==> config.mk <==
export PLATFORM = sky130hd
export DESIGN_NAME = wwdt_top
export DESIGN_NICKNAME = d
export VERILOG_FILES = /design/src/core/wwdt_prescaler.v /design/src/core/wwdt_top.v
export VERILOG_INCLUDE_DIRS = /design/src /design/src/core
export SDC_FILE = /design/constraint.sdc
export NUM_CORES = 1
export LEC_CHECK = 0
export ABC_AREA = 0
export BUFFER_PORTS_ARGS = -buffer_cell sky130_fd_sc_hd__clkbuf_2
export CORE_AREA = 8 8 77 92
export DETAILED_ROUTE_END_ITERATION = 10
export DIE_AREA = 0 0 85 100
export PLACE_DENSITY = 0.63
export SKIP_CTS_REPAIR_TIMING = 1
export SLEW_MARGIN = 30
export SYNTH_ARGS = -nofsm -noshare
export SYNTH_HDL_FRONTEND = slang
export SYNTH_SLANG_ARGS = --single-unit
==> constraint.sdc <==
create_clock -name clk_sys -period 5.75 [get_ports clk_sys]
set_input_delay 0 -clock clk_sys [delete_from_list [all_inputs] [get_ports clk_sys]]
set_output_delay 0 -clock clk_sys [all_outputs]
set_load 0.1 [all_outputs]
==> src/core/wwdt_defs.vh <==
// Purpose: constants for the window watchdog timer
// Assumes: 125 MHz system clock
// Notes: counter is 7 bits, bit 6 low means timeout
`ifndef WWDT_DEFS_VH
`define WWDT_DEFS_VH
`define WWDT_CLK_MHZ 125
`define WWDT_REF_MHZ 16
`define WWDT_CNT_W 7
`define WWDT_T6_BIT 6
`define WWDT_CNT_RST 7'h7F
`define WWDT_WIN_RST 7'h7F
`define WWDT_PRE_BASE 12288
`define WWDT_TMO_MIN_US 75
`define WWDT_TMO_MAX_MS 64
`define WWDT_TICK_CYC ((`WWDT_PRE_BASE * `WWDT_CLK_MHZ + `WWDT_REF_MHZ - 1) / `WWDT_REF_MHZ)
`define WWDT_PRE_W 17
`endif

==> src/core/wwdt_prescaler.v <==
// Purpose: tick generator for the watchdog downcounter
// Assumes: synchronous active-high reset
// Notes: one-cycle tick every TICK_CYC cycles while running
`timescale 1ns/100ps
`default_nettype none
`include "wwdt_defs.vh"
module wwdt_prescaler
#(
  parameter [`WWDT_PRE_W-1:0] TICK_CYC = `WWDT_TICK_CYC
)
(
  // Clock and reset
  input wire clk_sys,
  input wire srst,
  // Control
  input wire run,
  input wire restart,
  // Tick out
  output reg tick_ff
);
  reg [`WWDT_PRE_W-1:0] cnt_ff;
  reg [`WWDT_PRE_W-1:0] nxt_cnt;
  reg nxt_tick;

  always @*
  begin
    nxt_cnt = cnt_ff;
    nxt_tick = 1'b0;
    if (!run || restart)
    begin
      nxt_cnt = {`WWDT_PRE_W{1'b0}};
    end
    else if (cnt_ff == TICK_CYC - 1'b1)
    begin
      nxt_cnt = {`WWDT_PRE_W{1'b0}};
      nxt_tick = 1'b1;
    end
    else
    begin
      nxt_cnt = cnt_ff + 1'b1;
    end
  end

  always @(posedge clk_sys)
  begin
    if (srst)
    begin
      cnt_ff <= {`WWDT_PRE_W{1'b0}};
      tick_ff <= 1'b0;
    end
    else
    begin
      cnt_ff <= nxt_cnt;
      tick_ff <= nxt_tick;
    end
  end
endmodule
`default_nettype wire

==> src/core/wwdt_top.v <==
// Purpose: window watchdog timer top
// Assumes: software writes arrive as one-cycle strobes with data
// Notes: reset request is a sticky level until system reset
`timescale 1ns/100ps
`default_nettype none
`include "wwdt_defs.vh"
module wwdt_top
#(
  parameter [`WWDT_PRE_W-1:0] TICK_CYC = `WWDT_TICK_CYC
)
(
  // Clock and reset
  input wire clk_sys,
  input wire srst,
  // Start-up configuration
  input wire cfg_hw_enable,
  // Software control writes
  input wire ctl_wr,
  input wire ctl_enable,
  input wire [`WWDT_CNT_W-1:0] ctl_count,
  input wire win_wr,
  input wire [`WWDT_CNT_W-1:0] win_value,
  // Status
  output reg active_ff,
  output reg [`WWDT_CNT_W-1:0] count_ff,
  output reg [`WWDT_CNT_W-1:0] window_ff,
  output reg reset_req_ff,
  output reg timeout_flag_ff,
  output reg early_flag_ff
);
  // Activation state
  reg strap_done_ff;
  reg nxt_strap_done;
  reg nxt_active;
  // Counter and window
  reg [`WWDT_CNT_W-1:0] nxt_count;
  reg [`WWDT_CNT_W-1:0] nxt_window;
  // Reset request and causes
  reg nxt_reset_req;
  reg nxt_timeout;
  reg nxt_early;
  // Decoded events
  wire tick;
  wire run;
  wire refresh;
  wire win_load;
  wire early;
  wire load_low;
  wire tick_low;
  wire expire;

  // Bit 6 low marks the timeout point
  function at_timeout;
    input [`WWDT_CNT_W-1:0] c;
    begin
      at_timeout = (c[`WWDT_T6_BIT] == 1'b0);
    end
  endfunction

  // Count not yet below the window value
  function too_early;
    input [`WWDT_CNT_W-1:0] c;
    input [`WWDT_CNT_W-1:0] w;
    begin
      too_early = (c >= w);
    end
  endfunction

  // All writes are dropped once a reset is requested
  assign refresh = ctl_wr && !reset_req_ff;
  assign win_load = win_wr && !reset_req_ff;
  assign run = active_ff && !reset_req_ff;
  assign early = refresh && active_ff && too_early(count_ff, window_ff);
  // A reload already below bit 6 is a timeout at once if the watchdog is active or enabled by the same write
  assign load_low = refresh && !early && nxt_active && at_timeout(ctl_count);
  // An in-time refresh on the tick edge wins over the timeout
  assign tick_low = run && tick && !refresh && at_timeout(count_ff - 1'b1);
  assign expire = load_low || tick_low;

  wwdt_prescaler #(.TICK_CYC(TICK_CYC)) u_pre
  (
    .clk_sys(clk_sys),
    .srst(srst),
    .run(run),
    .restart(refresh),
    .tick_ff(tick)
  );

  // Strap is looked at only on the first edge after reset
  always @*
  begin
    nxt_strap_done = 1'b1;
    nxt_active = active_ff;
    if (!strap_done_ff && cfg_hw_enable)
    begin
      nxt_active = 1'b1;
    end
    if (refresh && ctl_enable)
    begin
      nxt_active = 1'b1;
    end
  end

  always @(posedge clk_sys)
  begin
    if (srst)
    begin
      strap_done_ff <= 1'b0;
    end
    else
    begin
      strap_done_ff <= nxt_strap_done;
    end
  end

  // No path clears activation but system reset
  always @(posedge clk_sys)
  begin
    if (srst)
    begin
      active_ff <= 1'b0;
    end
    else
    begin
      active_ff <= nxt_active;
    end
  end

  always @*
  begin
    nxt_window = window_ff;
    if (win_load)
    begin
      nxt_window = win_value;
    end
  end

  always @(posedge clk_sys)
  begin
    if (srst)
    begin
      window_ff <= `WWDT_WIN_RST;
    end
    else
    begin
      window_ff <= nxt_window;
    end
  end

  // Valid refresh reloads, otherwise one step per tick
  always @*
  begin
    nxt_count = count_ff;
    if (refresh && !early)
    begin
      nxt_count = ctl_count;
    end
    else if (run && tick)
    begin
      nxt_count = count_ff - 1'b1;
    end
  end

  always @(posedge clk_sys)
  begin
    if (srst)
    begin
      count_ff <= `WWDT_CNT_RST;
    end
    else
    begin
      count_ff <= nxt_count;
    end
  end

  // Request and cause flags stand until system reset
  always @*
  begin
    nxt_reset_req = reset_req_ff;
    nxt_timeout = timeout_flag_ff;
    nxt_early = early_flag_ff;
    if (expire)
    begin
      nxt_reset_req = 1'b1;
      nxt_timeout = 1'b1;
    end
    if (early)
    begin
      nxt_reset_req = 1'b1;
      nxt_early = 1'b1;
    end
  end

  // Counting halts once this is set
  always @(posedge clk_sys)
  begin
    if (srst)
    begin
      reset_req_ff <= 1'b0;
    end
    else
    begin
      reset_req_ff <= nxt_reset_req;
    end
  end

  always @(posedge clk_sys)
  begin
    if (srst)
    begin
      timeout_flag_ff <= 1'b0;
    end
    else
    begin
      timeout_flag_ff <= nxt_timeout;
    end
  end

  always @(posedge clk_sys)
  begin
    if (srst)
    begin
      early_flag_ff <= 1'b0;
    end
    else
    begin
      early_flag_ff <= nxt_early;
    end
  end
endmodule
`default_nettype wire

==> PnR_summary.wiki, run 1 <==
{| class="wikitable"
! Metric !! Value
|-
| Number of distinct library cells after synthesis || 36
|-
| Number of nets in the synthesized netlist || approximately 230
|-
| Non-filler instance count after layout || around 310
|-
| Net switching power of the design || around 0.25 mW
|-
| Setup repair after global routing missed its margin || no
|-
| Final net count || roughly 280
|-
| Tightest Hold Check Type || input port to flop
|-
| Kind of critical path || flop to flop
|-
| Wire length of the first global-routing pass || 6730 um
|-
| Number of synthesized flops with an enable pin || 0
|-
| Average routed wire per standard cell || 13.0 um
|-
| CTS clock-pin slew for the worst setup and hold paths || ~0.08 ns
|-
| Post-route antenna net violation count || 0
|-
| Slew at the pin closest to its max-slew limit || between 0.8 and 0.9 ns
|-
| Highest net fanout along the worst path || 4
|-
| Library cell with the highest instance count after synthesis || sky130_fd_sc_hd__nor2_1
|-
| Run status || finished with violations
|-
| Antenna violations before repair || 0
|-
| Commonest register cell after synthesis || sky130_fd_sc_hd__dfxtp_1
|-
| Max-slew violations || 0
|-
| Number of buffers created by CTS || 5
|-
| Yosys synthesis warning count || 0
|-
| Post-synthesis average cell area || 8.97 um^2
|-
| Area share of the largest cell type after synthesis || 0.415
|-
| Core ar. || about 0.0056 mm^2
|-
| Final total negative setup slack || 0 ns
|-
| Sequence of cells on the critical path || inv_1 > ha_1 > nand2b_4 > a2111oi_4 > o31ai_2 > or4_1 > a21oi_1
|-
| Number of global-route vias before repair || ~1500
|-
| Required time worst endpoint || between 5 and 6 ns
|-
| Maximum operating frequency || 487 MHz
|-
| Die X-Extent || roughly 85 um
|-
| Xor/xnor share of the synthesized area || 0.103
|-
| Starting utilization of the core area || 0.319
|-
| Root Buffer || sky130_fd_sc_hd__clkbuf_8
|-
| Logic pwr share || 0.247
|-
| Time the final worst path needs with I/O delays and setup || between 2 and 2.5 ns
|-
| CTS tree || yes
|-
| Placed cell count || between 200 and 300
|-
| Switching power as a share of total power || 0.334
|-
| Clock network fraction of total power || 0.365
|-
| Routed vias/inst || ~4.8
|-
| Post-Route WL || 4050 um
|-
| Vertical die dimension || 100 um
|-
| Last weighted congestion value of the routability-driven placer || about 0.78
|-
| Count of port buffers added during placement || 37
|-
| Combined area of all synthesized cells || 0.00179 mm^2
|-
| Internal portion of total power || ~0.49 mW
|-
| Post-route DRC violation count || 0
|-
| Async SR Flop Fraction || 0
|-
| Seq pwr share || 0.388
|-
| All-Layer GR Usage || 0.0981
|-
| Cell types occupying the most area after synthesis || sky130_fd_sc_hd__dfxtp_1 41%, sky130_fd_sc_hd__nor2_1 8.0%, sky130_fd_sc_hd__xor2_1 7.4%
|-
| Count of buffering cells on the critical path with inverters included || 1
|-
| Yosys top cell by area || sky130_fd_sc_hd__dfxtp_1
|-
| Violations in the final reports || hold timing
|-
| Gate family responsible for the most delay along the worst path || compound AO/OA/AOI/OAI gates
|-
| Global route total overflow || 0
|-
| Number of diodes added for antenna fixing || 0
|-
| Leak Pwr || about 0.98 nW
|-
| Post-Synth Adder-Cell Area || 0.0631
|-
| Post-synth top cells || 38 x sky130_fd_sc_hd__nor2_1, 37 x sky130_fd_sc_hd__dfxtp_1, 15 x sky130_fd_sc_hd__xor2_1, 11 x sky130_fd_sc_hd__nand2_1
|-
| Pwr Density || ~330 mW/mm^2
|-
| Final Hold Slack || -0.0348 ns
|-
| Clock Skew || between 0.01 and 0.015 ns
|-
| Utilization of the core after routing || 0.404
|-
| Endpoint class of the critical path || flop
|-
| Total Power || 0.734 mW
|-
| Delay contributed by the slowest stage of the critical path || around 0.42 ns
|-
| Hold Fails Final Rpt || 2
|-
| Complex-gate fraction of the synthesized area || 0.0911
|-
| Largest voltage drop on the vdd net || approximately 0.11 mV
|-
| Total number of vias || between 1000 and 1500
|-
| Maximum number of pins on one net before global-route repair || 21
|-
| Initial DRT Pass Iterations || 4
|-
| Max transition margin || 0.456
|-
| Number of flip-flops and latches in the synthesized netlist || 37
|-
| Critical-path cell with the highest stage delay || sky130_fd_sc_hd__or4_1
|-
| Fraction of the yosys area taken by sequential cells || 0.415
|-
| Simple-gate area share of the yosys netlist || 0.240
|-
| Fraction of layout cells with a size suffix above 1 || 0.198
|-
| Cell Rows || 30
|-
| Critical Path Start Type || flop
|-
| Number of max-capacitance violations reported || 0
|-
| I/O pin count || 38
|-
| Area growth from synthesis to layout || 26.5%
|-
| Largest family of logic cells by synthesized area || simple AND/OR/NAND/NOR gates
|-
| Detailed Place HPWL || between 2000 and 3000 um
|-
| TritonCTS sink count || 37
|-
| Clock tree buffer depth || 2
|-
| Share of cell area taken by muxes after synthesis || 0.0448
|-
| Gate count of the mapped netlist || just under 200
|-
| Number of setup violations in the final report || 0
|-
| Worst-Skew Late Latency || roughly 0.3 ns
|-
| Number of DRC violations after detailed-routing iteration 0 || 49
|-
| Overall die area || approximately 0.0085 mm^2
|-
| Arrival time of the worst setup path || 2.28 ns
|-
| Part of the cycle the worst path needs || 0.357
|-
| H-tree depth reported by CTS || 2
|}
layout by cell type, fill, tap and decap left out, drive strengths merged, types with 6 or more instances in the layout:
master        n
clkbuf       42
dfxtp        37
dlygate4sd3  11
ha            9
inv          10
mux2i         8
nand2        11
nand3        10
nor2         39
o211ai        7
xnor2         6
xor2         15
layout make-up:
type | count | area [um^2]
clock buffers | 5 | 68.8
clock inverters | 3 | 65.1
fillers | 560 | 3330
inverters | 11 | 41.3
multi-input cells | 144 | 967
flip-flops and latches | 37 | 741
well taps | 64 | 80.1
repair buffers | 48 | 295
per-layer routing:
layer | wire [um] | track usage
met5 | 0 | 0
met4 | 55 | 0.0330
met3 | 352 | 0.0450
met2 | 1910 | 0.167
met1 | 1730 | 0.104
sequential cells by signal (all words and copies together), names as in the netlist:
name and flops:
timeout_flag_ff 1, count_ff 7, active_ff 1, window_ff 7
u_pre.cnt_ff 17, u_pre.tick_ff 1, early_flag_ff 1, reset_req_ff 1
strap_done_ff 1
worst paths after layout:
check | from | end | slack (ns) | depth (start not counted)
max | count_ff[0] | timeout_flag_ff | 3.70 | 7
min | ctl_count[2] | count_ff[2] | -0.03 | 3
max reg2reg | count_ff[0] | timeout_flag_ff | 3.70 | 7
min reg2reg | u_pre.cnt_ff[0] | u_pre.cnt_ff[0] | 0.50 | 1
worst register-to-register path, stage by stage (launching register included):
cell and delay, ns:
sky130_fd_sc_hd__dfxtp_1 0.38, sky130_fd_sc_hd__inv_1 0.10, sky130_fd_sc_hd__ha_1 0.29, sky130_fd_sc_hd__nand2b_4 0.15, sky130_fd_sc_hd__a2111oi_4 0.34, sky130_fd_sc_hd__o31ai_2 0.17
sky130_fd_sc_hd__or4_1 0.42, sky130_fd_sc_hd__a21oi_1 0.14
per-stage QoR:
step | setup slack [ns] | area (um^2) | hold WS [ns]
floorplan | 3.03 | 1790 | 0.128
global placement | 3.78 | 2010 | 0.226
detailed placement | 3.69 | 2010 | 0.220
CTS | 3.68 | 2150 | -0.0940
global route | 3.61 | 2260 | 0.0143
finish | 3.70 | 2260 | -0.0348
cell families (layout without fill, tap and decap cells):
logic type | Yosys count | in the layout
DFF | 37 | 37
xor gates and xnor gates | 21 | 21
AOI/OAI and AO/OA | 20 | 20
muxes | 8 | 8
adders and majority gates | 9 | 9
and+or+nand+nor | 86 | 86
buffers and inverters | 18 | 67
power by group through the flow:
stage | clock, mW | sequential, mW | combinational [mW]
final | 0.268 | 0.285 | 0.181
after global routing | 0.286 | 0.287 | 0.195
after floorplan | 0 | 0.374 | 0.0589
after global placement | 0 | 0.290 | 0.175
after detailed placement | 0 | 0.291 | 0.176
after CTS | 0.275 | 0.285 | 0.177
Power figures use the tool's default switching activity.
==> inputs of run 2 (changes only) <==
==> constraint.sdc (replaced) <==
create_clock -name clk_sys -period 2 [get_ports clk_sys]
set_input_delay 0 -clock clk_sys [delete_from_list [all_inputs] [get_ports clk_sys]]
set_output_delay 0 -clock clk_sys [all_outputs]
set_load 0.1 [all_outputs]
==> run 2 against run 1 <==
  * The run still ends with hold timing left
  * Largest power group unchanged
  * Routed wire length grew 1.2%
  * Design area grew 3.7%
  * Non-clock buffer count grew 5
  * Total power grew to 2.9 times the previous value
  * First-iteration DRC count grew 41%
==> PnR_summary.wiki, run 2 (synthesis results as in run 1) <==
{| class="wikitable"
! Metric !! Value
|-
| Run status || finished with violations
|-
| Violations in the final reports || hold timing
|-
| Slew at the pin closest to its max-slew limit || ~0.55 ns
|-
| Number of flip-flops under the largest register name || 17
|-
| Met1 capacity usage during global routing || 0.106
|-
| CTS tree || yes
|-
| Count of port buffers added during placement || 37
|-
| Required time worst endpoint || about 2.2 ns
|-
| Number of max-capacitance violations reported || 0
|-
| Worst-Skew Late Latency || about 0.29 ns
|-
| Gate family responsible for the most delay along the worst path || compound AO/OA/AOI/OAI gates
|-
| Most frequent cells in the layout || 38 x sky130_fd_sc_hd__nor2_1, 37 x sky130_fd_sc_hd__clkbuf_2, 22 x sky130_fd_sc_hd__dfxtp_1
|-
| Largest voltage drop on the vdd net || between 0.3 and 0.4 mV
|-
| Kind of critical path || flop to flop
|-
| Setup repair after global routing missed its margin || no
|-
| Overall die area || approximately 0.0085 mm^2
|-
| Final total negative setup slack || 0 ns
|-
| Tightest Hold Check Type || input port to flop
|-
| Vertical die dimension || ~100 um
|-
| Fraction of layout cells with a size suffix above 1 || 0.273
|-
| Final net count || between 200 and 300
|-
| Cell Rows || 30
|-
| Leak Pwr || approximately 1 nW
|-
| Hold Fails Final Rpt || 1
|-
| Area growth from synthesis to layout || 31.1%
|-
| Core ar. || 0.00559 mm^2
|-
| Non-filler instance count after layout || 317
|-
| Critical Path Start Type || flop
|-
| CTS clock-pin slew for the worst setup and hold paths || 0.08 ns
|-
| Time the final worst path needs with I/O delays and setup || 1.91 ns
|-
| Crit path from || count_ff[0]
|-
| Arrival time of the worst setup path || 2.14 ns
|-
| Maximum number of pins on one net before global-route repair || 20
|-
| Post-route DRC violation count || 0
|-
| Most common library cell in the layout ignoring fill and taps || sky130_fd_sc_hd__nor2_1
|-
| Delay contributed by the slowest stage of the critical path || around 0.42 ns
|-
| Min-Delay Startpoint || ctl_count[0]
|-
| Fillcell total || approximately 560
|-
| Part of the cycle the worst path needs || 0.957
|-
| TritonCTS sink count || 37
|-
| Clock tree buffer depth || 2
|-
| Biggest regs || u_pre.cnt_ff x17, count_ff x7, window_ff x7
|-
| Global route total overflow || 0
|-
| Antenna violations before repair || 0
|-
| Last weighted congestion value of the routability-driven placer || ~0.74
|-
| Max-slew violations || 0
|-
| Number of DRC violations after detailed-routing iteration 0 || between 60 and 70
|-
| Total number of vias || between 1500 and 2000
|-
| Number of diodes added for antenna fixing || 0
|-
| Final Hold Slack || -0.0120 ns
|-
| Post-Route WL || 4090 um
|-
| Root Buffer || sky130_fd_sc_hd__clkbuf_8
|-
| RR Startpoint || count_ff[0]
|-
| Max transition margin || 0.632
|-
| Die X-Extent || about 85 um
|-
| Largest register by flop count || u_pre.cnt_ff
|-
| Number of buffers created by CTS || 5
|-
| Routed vias/inst || ~4.8
|-
| Critical-path cell with the highest stage delay || sky130_fd_sc_hd__or4_1
|-
| Maximum operating frequency || 522 MHz
|-
| Endpoint class of the critical path || flop
|-
| Clock Skew || around 0.0096 ns
|-
| All-Layer GR Usage || 0.0947
|-
| Highest net fanout along the worst path || 4
|-
| Number of setup violations in the final report || 0
|-
| Count of buffering cells on the critical path with inverters included || 1
|-
| Initial DRT Pass Iterations || 4
|-
| Average routed wire per standard cell || between 10 and 15 um
|-
| Starting utilization of the core area || 0.319
|-
| I/O pin count || 38
|-
| Met2 layer usage reported by global route || 0.164
|-
| Wire length of the first global-routing pass || 6580 um
|-
| Post-route antenna net violation count || 0
|-
| Met3 routing resource usage after global routing || 0.0335
|-
| Most utilized layer in the global route result || met2
|-
| Pwr Density || 908 mW/mm^2
|-
| Placed cell count || ~300
|-
| Number of global-route vias before repair || roughly 1400
|-
| Detailed Place HPWL || a little over 3000 um
|-
| H-tree depth reported by CTS || 2
|-
| Sequence of cells on the critical path || inv_2 > ha_1 > nand2b_4 > a2111oi_4 > o31ai_4 > or4_1 > a21oi_1
|}
run 2: metal layers:
metal,routed length [um],share of wire,vias to the layer above
li1,-,-,785
met1,1890,0.46,690
met2,1920,0.47,35
met3,230,0.056,7
met4,51,0.012,0
met5,0,0,-
run 2: layout make-up:
type / instances / area (um^2) / share of cell area
Timing Repair Buffer: 53 / 335 / 0.143
Multi-Input combinational cell: 144 / 976 / 0.417
Inverter: 11 / 41.3 / 0.0176
Tap cell: 64 / 80.1 / 0.0342
Sequential cell: 37 / 774 / 0.331
Clock buffer: 5 / 68.8 / 0.0294
Clock inverter: 3 / 65.1 / 0.0278
run 2: final timing paths:
kind              slack [ns]  cells past startpoint               to
setup / recovery        0.09                      7  timeout_flag_ff
hold / removal         -0.01                      3      count_ff[0]
setup reg to reg        0.09                      7  timeout_flag_ff
hold reg to reg         0.48                      1  u_pre.cnt_ff[0]
run 2: metrics by stage:
step,setup slack [ns],util,power (mW),instance area [um^2]
2_1_floorplan,-0.0882,-,1.26,1830
3_3_place_gp,0.128,0.373,1.36,2090
5_1_grt,0.00394,0.419,2.21,2340
6_report,0.0860,0.419,2.12,2340
4_1_cts,0.0603,0.397,2.13,2220
3_5_place_dp,0.0885,0.373,1.36,2090
run 2: report_power, final:
| part | switching, mW | internal, mW |
|---|---|---|
| Sequential | 0.0457 | 0.779 |
| Combinational | 0.391 | 0.147 |
| Clock | 0.267 | 0.495 |
run 2: worst min-delay path, cell delays in order:
cell and delay (ns):
sky130_fd_sc_hd__clkbuf_2 0.09, sky130_fd_sc_hd__nor2_1 0.04, sky130_fd_sc_hd__mux2i_1 0.11
